**config.mk**
```make
export PLATFORM = sky130hd
export DESIGN_NAME = pwmcw_top
export DESIGN_NICKNAME = d
export VERILOG_FILES = /design/src/pwmcw_pkg.sv /design/src/pwmcw_top.sv
export VERILOG_INCLUDE_DIRS = /design/src
export SDC_FILE = /design/constraint.sdc
export NUM_CORES = 1
export LEC_CHECK = 0
export ABC_AREA = 1
export BUFFER_PORTS_ARGS = -buffer_cell sky130_fd_sc_hd__buf_2
export CAP_MARGIN = 10
export CORE_MARGIN = 8
export CORE_UTILIZATION = 45
export DETAILED_ROUTE_END_ITERATION = 8
export GPL_TIMING_DRIVEN = 1
export SLEW_MARGIN = 20
export SYNTH_ARGS = -nofsm -noshare
export SYNTH_HDL_FRONTEND = slang
export SYNTH_SLANG_ARGS = --single-unit
```
**constraint.sdc**
```tcl
create_clock -name sys_clk -period 9.9 [get_ports sys_clk]
set_input_delay 1.98 -clock sys_clk [delete_from_list [all_inputs] [get_ports sys_clk]]
set_output_delay 1.98 -clock sys_clk [all_outputs]
set_load 0.01 [all_outputs]
```
**src/pwmcw_cfg.svh**
```systemverilog
/*
  Offsets, field positions, selection codes and reset values of the
  four-channel waveform block. Definitions only; included by bare name.
*/
`ifndef PWMCW_CFG_SVH
`define PWMCW_CFG_SVH

`define PWMCW_AW 10
`define PWMCW_MODE_OFS 10'h000
`define PWMCW_ENA_OFS 10'h004
`define PWMCW_DIS_OFS 10'h008
`define PWMCW_STAT_OFS 10'h00c
`define PWMCW_CH_AREA 2'b10
`define PWMCW_CH_MODE 5'h00
`define PWMCW_CH_DUTY 5'h04
`define PWMCW_CH_PERIOD 5'h08
`define PWMCW_CH_COUNT 5'h0c

`define PWMCW_LIN_DIV_A_LSB 0
`define PWMCW_PRESCALE_SEL_A_LSB 8
`define PWMCW_LIN_DIV_B_LSB 16
`define PWMCW_PRESCALE_SEL_B_LSB 24
`define PWMCW_CHSEL_LSB 0
`define PWMCW_CALIGN_BIT 8
`define PWMCW_START_BIT 9

`define PWMCW_NUM_PRESC 11
`define PWMCW_SEL_LIN_DIV_A 4'hb
`define PWMCW_SEL_LIN_DIV_B 4'hc

`define PWMCW_RST_SEL 4'h0
`define PWMCW_RST_DIV 8'h00
`define PWMCW_RST_PRESC 10'h000
`define PWMCW_RST_DATA 32'h0000_0000

`endif

```
**src/pwmcw_pkg.sv**
```systemverilog
/*
  Types shared by the waveform block.
  Assumes pwmcw_cfg.svh is compiled alongside.
*/
package pwmcw_pkg;

  typedef enum logic {
    DIR_UP = 1'b0,
    DIR_DOWN = 1'b1
  } pwmcw_dir_t;

  typedef logic [3:0] pwmcw_sel_t;
  typedef logic [7:0] pwmcw_div_t;

endpackage : pwmcw_pkg

```
**src/pwmcw_top.sv**
```systemverilog
/*
  Four-channel pulse width waveform generator: prescaler chain, two
  linear dividers, per-channel counters and comparators, register port.
  Assumes a synchronous master with one-cycle strobes; sys_clk at 125 MHz;
  ce low freezes counting while register writes still land.
*/
// Implementation choices: the plain strobed port and the placing of the registers.
`timescale 1ns/1ps
`default_nettype none
`include "pwmcw_cfg.svh"

// Behaviour
// - one clock generator and four channels, one waveform line each
// - prescaler offers master clock divided by 1 up to 1024
// - two linear dividers each divide their chosen prescaled clock up to 255
// - reset clears both divide factors and selections, stopping both dividers
// - at reset only the undivided clock ticks; with the block clock gated no prescaler output ticks
// - stopping the block clock keeps all counters and resumes in place
// - configuration writes land even while the block clock is off
// - each channel picks its counting clock by a field resetting to zero
// - each channel has a 16-bit counter stepped by its chosen clock
// - left aligned counter counts up to period minus one then returns to zero
// - center aligned counter counts up to period then down to zero
// - center aligned period lasts twice the left aligned one
// - duty field sets part of period spent at starting level
// - polarity bit picks starting level, low after reset
// - alignment bit picks left or center, left after reset
// - output fixed low for duty equal period pol 0, or zero pol 1
// - output fixed high for duty zero pol 0, or equal period pol 1
// - polarity set while disabled acts at once with ce high, at the first ce cycle when gated; ignored while enabled
// - divide factor 0 stops, 1 passes, 2 to 255 divide
module pwmcw_top
  import pwmcw_pkg::*;
#(
  parameter int NCH = 4,
  parameter int CW = 16
) (
  input wire logic sys_clk, // master clock
  input wire logic rstn, // synchronous reset, low active
  input wire logic ce, // block clock enable
  input wire logic [`PWMCW_AW-1:0] regAddr, // byte address
  input wire logic [31:0] regWdata, // write data
  input wire logic regWr, // write strobe
  input wire logic regRd, // read strobe
  output logic [31:0] regRdata, // read data, cycle after strobe
  output logic [NCH-1:0] wave_out_n // channel waveforms, high active
);

  generate
    if (NCH < 1 || NCH > 8) begin : g_bad_nch
      $error("channel count must lie in 1..8");
    end
    if (CW < 2 || CW > 16) begin : g_bad_cw
      $error("counter width must lie in 2..16");
    end
  endgenerate

  localparam int PW = `PWMCW_NUM_PRESC - 1;

  // ticks of prescaler outputs, dividers selected by a code
  function automatic logic selTick(
    input pwmcw_sel_t sel,
    input logic [PW:0] pt,
    input logic [1:0] dp
  );
    logic t;
    t = 1'b0;
    if (sel < pwmcw_sel_t'(`PWMCW_NUM_PRESC)) begin
      t = pt[sel];
    end else if (sel == `PWMCW_SEL_LIN_DIV_A) begin
      t = dp[0];
    end else if (sel == `PWMCW_SEL_LIN_DIV_B) begin
      t = dp[1];
    end
    return t;
  endfunction : selTick

  // bus registers
  pwmcw_div_t divFac_q [2];
  pwmcw_div_t divFac_d [2];
  pwmcw_sel_t preSel_q [2];
  pwmcw_sel_t preSel_d [2];
  pwmcw_sel_t clkSel_q [NCH];
  pwmcw_sel_t clkSel_d [NCH];
  logic [NCH-1:0] align_q;
  logic [NCH-1:0] align_d;
  logic [NCH-1:0] startLvl_q;
  logic [NCH-1:0] startLvl_d;
  logic [NCH-1:0] chEn_q;
  logic [NCH-1:0] chEn_d;
  logic [CW-1:0] period_q [NCH];
  logic [CW-1:0] period_d [NCH];
  logic [CW-1:0] duty_q [NCH];
  logic [CW-1:0] duty_d [NCH];
  logic [31:0] rdata_q;
  logic [31:0] rdata_d;

  // clock generator state
  logic [PW-1:0] presc_q;
  logic [PW-1:0] presc_d;
  pwmcw_div_t divCnt_q [2];
  pwmcw_div_t divCnt_d [2];
  logic [PW:0] presTick;
  logic [1:0] divPulse;

  // channel state
  logic [CW-1:0] cnt_q [NCH];
  logic [CW-1:0] cnt_d [NCH];
  pwmcw_dir_t dir_q [NCH];
  pwmcw_dir_t dir_d [NCH];
  logic [NCH-1:0] wave_q;
  logic [NCH-1:0] wave_d;

  // address decode
  logic chHit;
  logic [2:0] chIdx;
  logic [4:0] chOfs;
  assign chIdx = regAddr[7:5];
  assign chOfs = regAddr[4:0];
  assign chHit = (regAddr[9:8] == `PWMCW_CH_AREA) &&
    (int'(chIdx) < NCH);

  // prescaler chain and linear dividers
  always_comb begin
    logic run;
    logic [8:0] nxt;
    run = 1'b1;
    nxt = 9'h000;
    for (int k = 0; k <= PW; k++) begin
      presTick[k] = ce & run;
      if (k < PW) begin
        run = run & presc_q[k];
      end
    end
    presc_d = ce ? presc_q + 1'b1 : presc_q;
    for (int i = 0; i < 2; i++) begin
      divCnt_d[i] = divCnt_q[i];
      divPulse[i] = 1'b0;
      nxt = {1'b0, divCnt_q[i]} + 9'h001;
      if (divFac_q[i] == `PWMCW_RST_DIV) begin
        divCnt_d[i] = `PWMCW_RST_DIV;
      end else if (selTick(preSel_q[i], presTick, 2'b00)) begin
        if (nxt >= {1'b0, divFac_q[i]}) begin
          divCnt_d[i] = `PWMCW_RST_DIV;
          divPulse[i] = 1'b1;
        end else begin
          divCnt_d[i] = nxt[7:0];
        end
      end
    end
  end

  always_ff @(posedge sys_clk) begin
    if (!rstn) begin
      presc_q <= PW'(`PWMCW_RST_PRESC);
      for (int i = 0; i < 2; i++) begin
        divCnt_q[i] <= `PWMCW_RST_DIV;
      end
    end else begin
      presc_q <= presc_d;
      divCnt_q <= divCnt_d;
    end
  end

  // register writes, ungated by ce
  always_comb begin
    logic [NCH-1:0] onehot;
    onehot = '0;
    divFac_d = divFac_q;
    preSel_d = preSel_q;
    clkSel_d = clkSel_q;
    align_d = align_q;
    startLvl_d = startLvl_q;
    chEn_d = chEn_q;
    period_d = period_q;
    duty_d = duty_q;
    if (regWr) begin
      if (regAddr == `PWMCW_MODE_OFS) begin
        divFac_d[0] = regWdata[`PWMCW_LIN_DIV_A_LSB +: 8];
        preSel_d[0] = regWdata[`PWMCW_PRESCALE_SEL_A_LSB +: 4];
        divFac_d[1] = regWdata[`PWMCW_LIN_DIV_B_LSB +: 8];
        preSel_d[1] = regWdata[`PWMCW_PRESCALE_SEL_B_LSB +: 4];
      end else if (regAddr == `PWMCW_ENA_OFS) begin
        chEn_d = chEn_q | regWdata[NCH-1:0];
      end else if (regAddr == `PWMCW_DIS_OFS) begin
        chEn_d = chEn_q & ~regWdata[NCH-1:0];
      end else if (chHit) begin
        for (int c = 0; c < NCH; c++) begin
          onehot[c] = (int'(chIdx) == c);
        end
        for (int c = 0; c < NCH; c++) begin
          if (onehot[c] && chOfs == `PWMCW_CH_MODE) begin
            clkSel_d[c] = regWdata[`PWMCW_CHSEL_LSB +: 4];
            if (!chEn_q[c]) begin
              align_d[c] = regWdata[`PWMCW_CALIGN_BIT];
              startLvl_d[c] = regWdata[`PWMCW_START_BIT];
            end
          end
          if (onehot[c] && chOfs == `PWMCW_CH_DUTY) begin
            duty_d[c] = regWdata[CW-1:0];
          end
          if (onehot[c] && chOfs == `PWMCW_CH_PERIOD) begin
            period_d[c] = regWdata[CW-1:0];
          end
        end
      end
    end
  end

  always_ff @(posedge sys_clk) begin
    if (!rstn) begin
      for (int i = 0; i < 2; i++) begin
        divFac_q[i] <= `PWMCW_RST_DIV;
        preSel_q[i] <= `PWMCW_RST_SEL;
      end
      for (int c = 0; c < NCH; c++) begin
        clkSel_q[c] <= `PWMCW_RST_SEL;
        period_q[c] <= '0;
        duty_q[c] <= '0;
      end
      align_q <= '0;
      startLvl_q <= '0;
      chEn_q <= '0;
    end else begin
      divFac_q <= divFac_d;
      preSel_q <= preSel_d;
      clkSel_q <= clkSel_d;
      align_q <= align_d;
      startLvl_q <= startLvl_d;
      chEn_q <= chEn_d;
      period_q <= period_d;
      duty_q <= duty_d;
    end
  end

  // channel counters and comparators
  always_comb begin
    logic tick;
    logic [CW:0] up;
    tick = 1'b0;
    up = '0;
    cnt_d = cnt_q;
    dir_d = dir_q;
    for (int c = 0; c < NCH; c++) begin
      tick = selTick(clkSel_q[c], presTick, divPulse);
      up = {1'b0, cnt_q[c]} + {{CW{1'b0}}, 1'b1};
      if (chEn_d[c] && !chEn_q[c]) begin
        cnt_d[c] = '0;
        dir_d[c] = DIR_UP;
      end else if (chEn_q[c] && tick) begin
        if (!align_q[c]) begin
          if (up >= {1'b0, period_q[c]}) begin
            cnt_d[c] = '0;
          end else begin
            cnt_d[c] = up[CW-1:0];
          end
        end else if (dir_q[c] == DIR_UP) begin
          if (up >= {1'b0, period_q[c]}) begin
            cnt_d[c] = period_q[c];
            dir_d[c] = DIR_DOWN;
          end else begin
            cnt_d[c] = up[CW-1:0];
          end
        end else begin
          if (cnt_q[c] <= CW'(1)) begin
            cnt_d[c] = '0;
            dir_d[c] = DIR_UP;
          end else begin
            cnt_d[c] = cnt_q[c] - 1'b1;
          end
        end
      end
      if (!chEn_d[c]) begin
        wave_d[c] = startLvl_d[c];
      end else if (duty_q[c] >= period_q[c]) begin
        wave_d[c] = startLvl_q[c];
      end else if (cnt_d[c] < duty_q[c]) begin
        wave_d[c] = startLvl_q[c];
      end else begin
        wave_d[c] = ~startLvl_q[c];
      end
    end
  end

  always_ff @(posedge sys_clk) begin
    if (!rstn) begin
      for (int c = 0; c < NCH; c++) begin
        cnt_q[c] <= '0;
        dir_q[c] <= DIR_UP;
      end
      wave_q <= '0;
    end else begin
      cnt_q <= cnt_d;
      dir_q <= dir_d;
      if (ce) begin
        wave_q <= wave_d;
      end
    end
  end

  // read data, one cycle after the strobe
  always_comb begin
    rdata_d = `PWMCW_RST_DATA;
    if (regRd) begin
      if (regAddr == `PWMCW_MODE_OFS) begin
        rdata_d[`PWMCW_LIN_DIV_A_LSB +: 8] = divFac_q[0];
        rdata_d[`PWMCW_PRESCALE_SEL_A_LSB +: 4] = preSel_q[0];
        rdata_d[`PWMCW_LIN_DIV_B_LSB +: 8] = divFac_q[1];
        rdata_d[`PWMCW_PRESCALE_SEL_B_LSB +: 4] = preSel_q[1];
      end else if (regAddr == `PWMCW_STAT_OFS) begin
        rdata_d[NCH-1:0] = chEn_q;
      end else if (chHit) begin
        for (int c = 0; c < NCH; c++) begin
          if (int'(chIdx) == c) begin
            case (chOfs)
              `PWMCW_CH_MODE: begin
                rdata_d[`PWMCW_CHSEL_LSB +: 4] = clkSel_q[c];
                rdata_d[`PWMCW_CALIGN_BIT] = align_q[c];
                rdata_d[`PWMCW_START_BIT] = startLvl_q[c];
              end
              `PWMCW_CH_DUTY: rdata_d[CW-1:0] = duty_q[c];
              `PWMCW_CH_PERIOD: rdata_d[CW-1:0] = period_q[c];
              `PWMCW_CH_COUNT: rdata_d[CW-1:0] = cnt_q[c];
              default: rdata_d = `PWMCW_RST_DATA;
            endcase
          end
        end
      end
    end
  end

  always_ff @(posedge sys_clk) begin
    if (!rstn) begin
      rdata_q <= `PWMCW_RST_DATA;
    end else begin
      rdata_q <= rdata_d;
    end
  end

  assign regRdata = rdata_q;
  assign wave_out_n = wave_q;

endmodule : pwmcw_top

`default_nettype wire

```
==> metrics.md <==
| Metric | Value |
|---|---|
| Clock-pin slew of the registers on the worst-case setup and hold paths | 0.06 ns |
| Dominant cells by area after synthesis | dfxtp_1 27%, ha_1 12%, nand2_1 8.0%, a21oi_1 7.6%, inv_1 7.3% |
| Final setup viols | 0 |
| Synth warn | 0 |
| Cts hold-fix bufs | 0 |
| Largest net degree at the start of global routing | 99 |
| Worst-margin pin slew | 1.06 ns |
| Place WS | 2.90 ns |
| Critical path buffers and inverters | 2 |
| Post_cts resized | 0 |
| Sum Neg Setup Slack | 0 ns |
| Final hold viol count | 0 |
| FP Rows | 82 |
| EDFF count, synth | 0 |
| Clock root cell | clkbuf_16 |
| GRT met1 Usage | 36.1% |
| Top Usage Layer GRT | met2 |
| Die width | 239 um |
| Final instance area | 24500 um^2 |
| Grt total ovfl | 0 |
| Fin crit share | 66.6% |
| Async set-or-reset flop fraction in the synthesized netlist | 0% |
| Mean Syn Cell Area | 6.80 um^2 |
| Leakage power | 10.6 nW |
| Final Skew | 0.0348 ns |
| Most used cell along the critical path | nand2_1 |
| Power Density | 117 nW/um^2 |
| Die Ht | 239 um |
| Detailed-route DRC error count | 0 |
| Max incr delay on CP | 0.64 ns |
| Final ANT Viol Nets | 0 |
| Slew Viols, Final | 0 |
| First-pass GRT wire length | 125000 um |
| Core area | 49700 um^2 |
| Tot GR Track Use | 27.4% |
| Most frequent cells in the layout | 479 x nand2_1, 438 x inv_1, 340 x a21oi_1 |
| Vias in the first global route | 22117 |
| GR Util met3 | 4.85% |
| Avg WL per Cell | 20.3 um |
| RSZ-0062 raised after global routing | no |
| Share of Yosys cell area claimed by the top area cell type | 27.3% |
| Kind of critical path | in -> reg |
| Distinct cells, synth | 63 |
| Cell count after synthesis | 3297 |
| Starting Density | 45.2% |
| Number of post-CTS setup repair buffers | 0 |
| Seq cells post-synth | 306 |
| Placement Cell Area | 23200 um^2 |
| Relative slew slack | 28.7% |
| Seq/Total Area, Yosys | 27.3% |
| Critical path startpoint category | input pin |
| GR Util met2 | 43.9% |
| Register area | 6130 um^2 |
| Critical Path AT | 7.01 ns |
| Worst Setup End Kind | register |
| Worst VDD drop | 0.138 mV |
| Post-Synthesis Cell Area | 22400 um^2 |
| Num CTS Buffers | 38 |
| Initial antenna violation count | 2 |
| Post-DP HPWL | 59600 um |
| Post-layout nets | 3547 |
| Fin worst setup slack | 3.31 ns |
| Clock Tree Buf Depth | 3 |
| Die area | 57200 um^2 |
| Status | finished clean |
| Largest area contributor in the synthesized netlist | dfxtp_1 |
| Final Routed Wirelength | 80900 um |
| I/O Pins | 83 |
| Max Cap Violations | 0 |
| TritonCTS clock tree | done |
| Clock latency on the worst-skew pair | 0.58 ns |
| Initial DRC Count | 2096 |
| Final min period | 6.59 ns |
| Via density | 5.82 |
| DRT Pass-1 Iters | 8 |
| Area growth from synthesis to layout | 9.47% |
| Final Wtd Congestion | 1.01 |
| Commonest non-fill, non-tap cell in the layout | nand2_1 |
| DR vias | 23160 |
| Critical path's slowest cell | inv_1 |
| Port bufs | 74 |
| Largest fanout on the critical path | 21 |
| Sink Count | 306 |
| Area of the multi-input gates | 13900 um^2 |
| FILL cells | 5122 |
| Prevailing post-synth register cell | dfxtp_1 |
| CP Data Required Time | 10.32 ns |
| Layout cells sized above 1 | 7.16% |
| Max Clock Freq | 152 MHz |
| Delay-heaviest family, CP | simple AND/OR/NAND/NOR gates |
| H-Tree Level Count | 2 |
| Hold WC Path Type | reg -> reg |
## cells in the mapped netlist (9+ instances only)
cell type    n
buf_2       25
o221ai_1    21
a221oi_1    34
clkbuf_1   106
dfxtp_1    306
buf_4       13
inv_2       22
nand2_1    479
a211oi_1    37
nor3_1     110
o22ai_1     61
nor2_1     328
xor2_1      70
nand4_1     57
o21ai_0    285
nor2_2      11
inv_1      438
nand3_1     90
a21oi_1    340
ha_1       220
o211ai_1    37
a31oi_1     11
nor4_1      40
clkinv_1     9
o21a_1      14
o2111ai_1    9
## per-stage QoR
stage / power (mW) / util [%] / hold slack [ns] / std cells
after floorplan: 1.31 / - / 0.424 / 3300
after global placement: 1.36 / 46.7 / 0.439 / 3912
after detailed placement: 1.36 / 46.7 / 0.449 / 3912
after CTS: 2.90 / 49.4 / 0.457 / 3981
after global routing: 2.95 / 49.4 / 0.484 / 3981
final: 2.88 / 49.4 / 0.459 / 3982
## path summary, 6_finish.rpt
check	from	to	slack (ns)	cells after the start
max	ce	wave_out_n[0]	3.31	26
min	presc_q[9]	presc_q[9]	0.46	2
max reg2reg	cnt_q[48]	wave_out_n[0]	3.58	33
min reg2reg	presc_q[9]	presc_q[9]	0.46	2
## worst min-delay path, delay by kind of cell, from the launching register on
family | cells | cell delay, ns
compound gates | 1 | 0.05
buf+inv | 1 | 0.05
flops | 1 | 0.31
## layout make-up
| class | count | area share (%) |
|---|---|---|
| diodes | 1 | 0.0102 |
| clock buffers | 53 | 4.39 |
| clock inverters | 16 | 1.15 |
| inverters | 470 | 7.21 |
| multi-input cells | 2370 | 56.7 |
| flip-flops and latches | 306 | 25.0 |
| well taps | 672 | 3.43 |
| repair buffers | 94 | 2.13 |
## per-layer routing
metal  vias to the layer above  wire [um]
met1                     10831      35700
met3                       208       5990
met4                         2       3200
met5                         -          9
li1                      11272          -
met2                       847      36000
## power breakdown
part | switching, mW | total, mW | internal, mW
clock network | 0.595 | 1.54 | 0.947
registers | 0.00193 | 1.23 | 1.23
logic | 0.0853 | 0.105 | 0.0202
total | 0.682 | 2.88 | 2.20
## state kept, by name, summed over array words and instances, names as in the netlist
register and cells:
chEn_q 4, wave_out_n 4, clkSel_q 16, period_q 64, divFac_q 16, regRdata 28
startLvl_q 4, preSel_q 8, presc_q 10, align_q 4, duty_q 64, dir_q 4
divCnt_q 16, cnt_q 64
## cell families after synthesis
kind of cell / share of synthesized area (%)
simple gates: 22.6
compound gates: 24.0
buf+inv: 10.8
flops: 27.3
fa+ha+maj: 12.3
xor+xnor: 2.89
other cells: 0.0167
mux: 0.0446
Note: power is estimated with default switching activity, not from simulation.
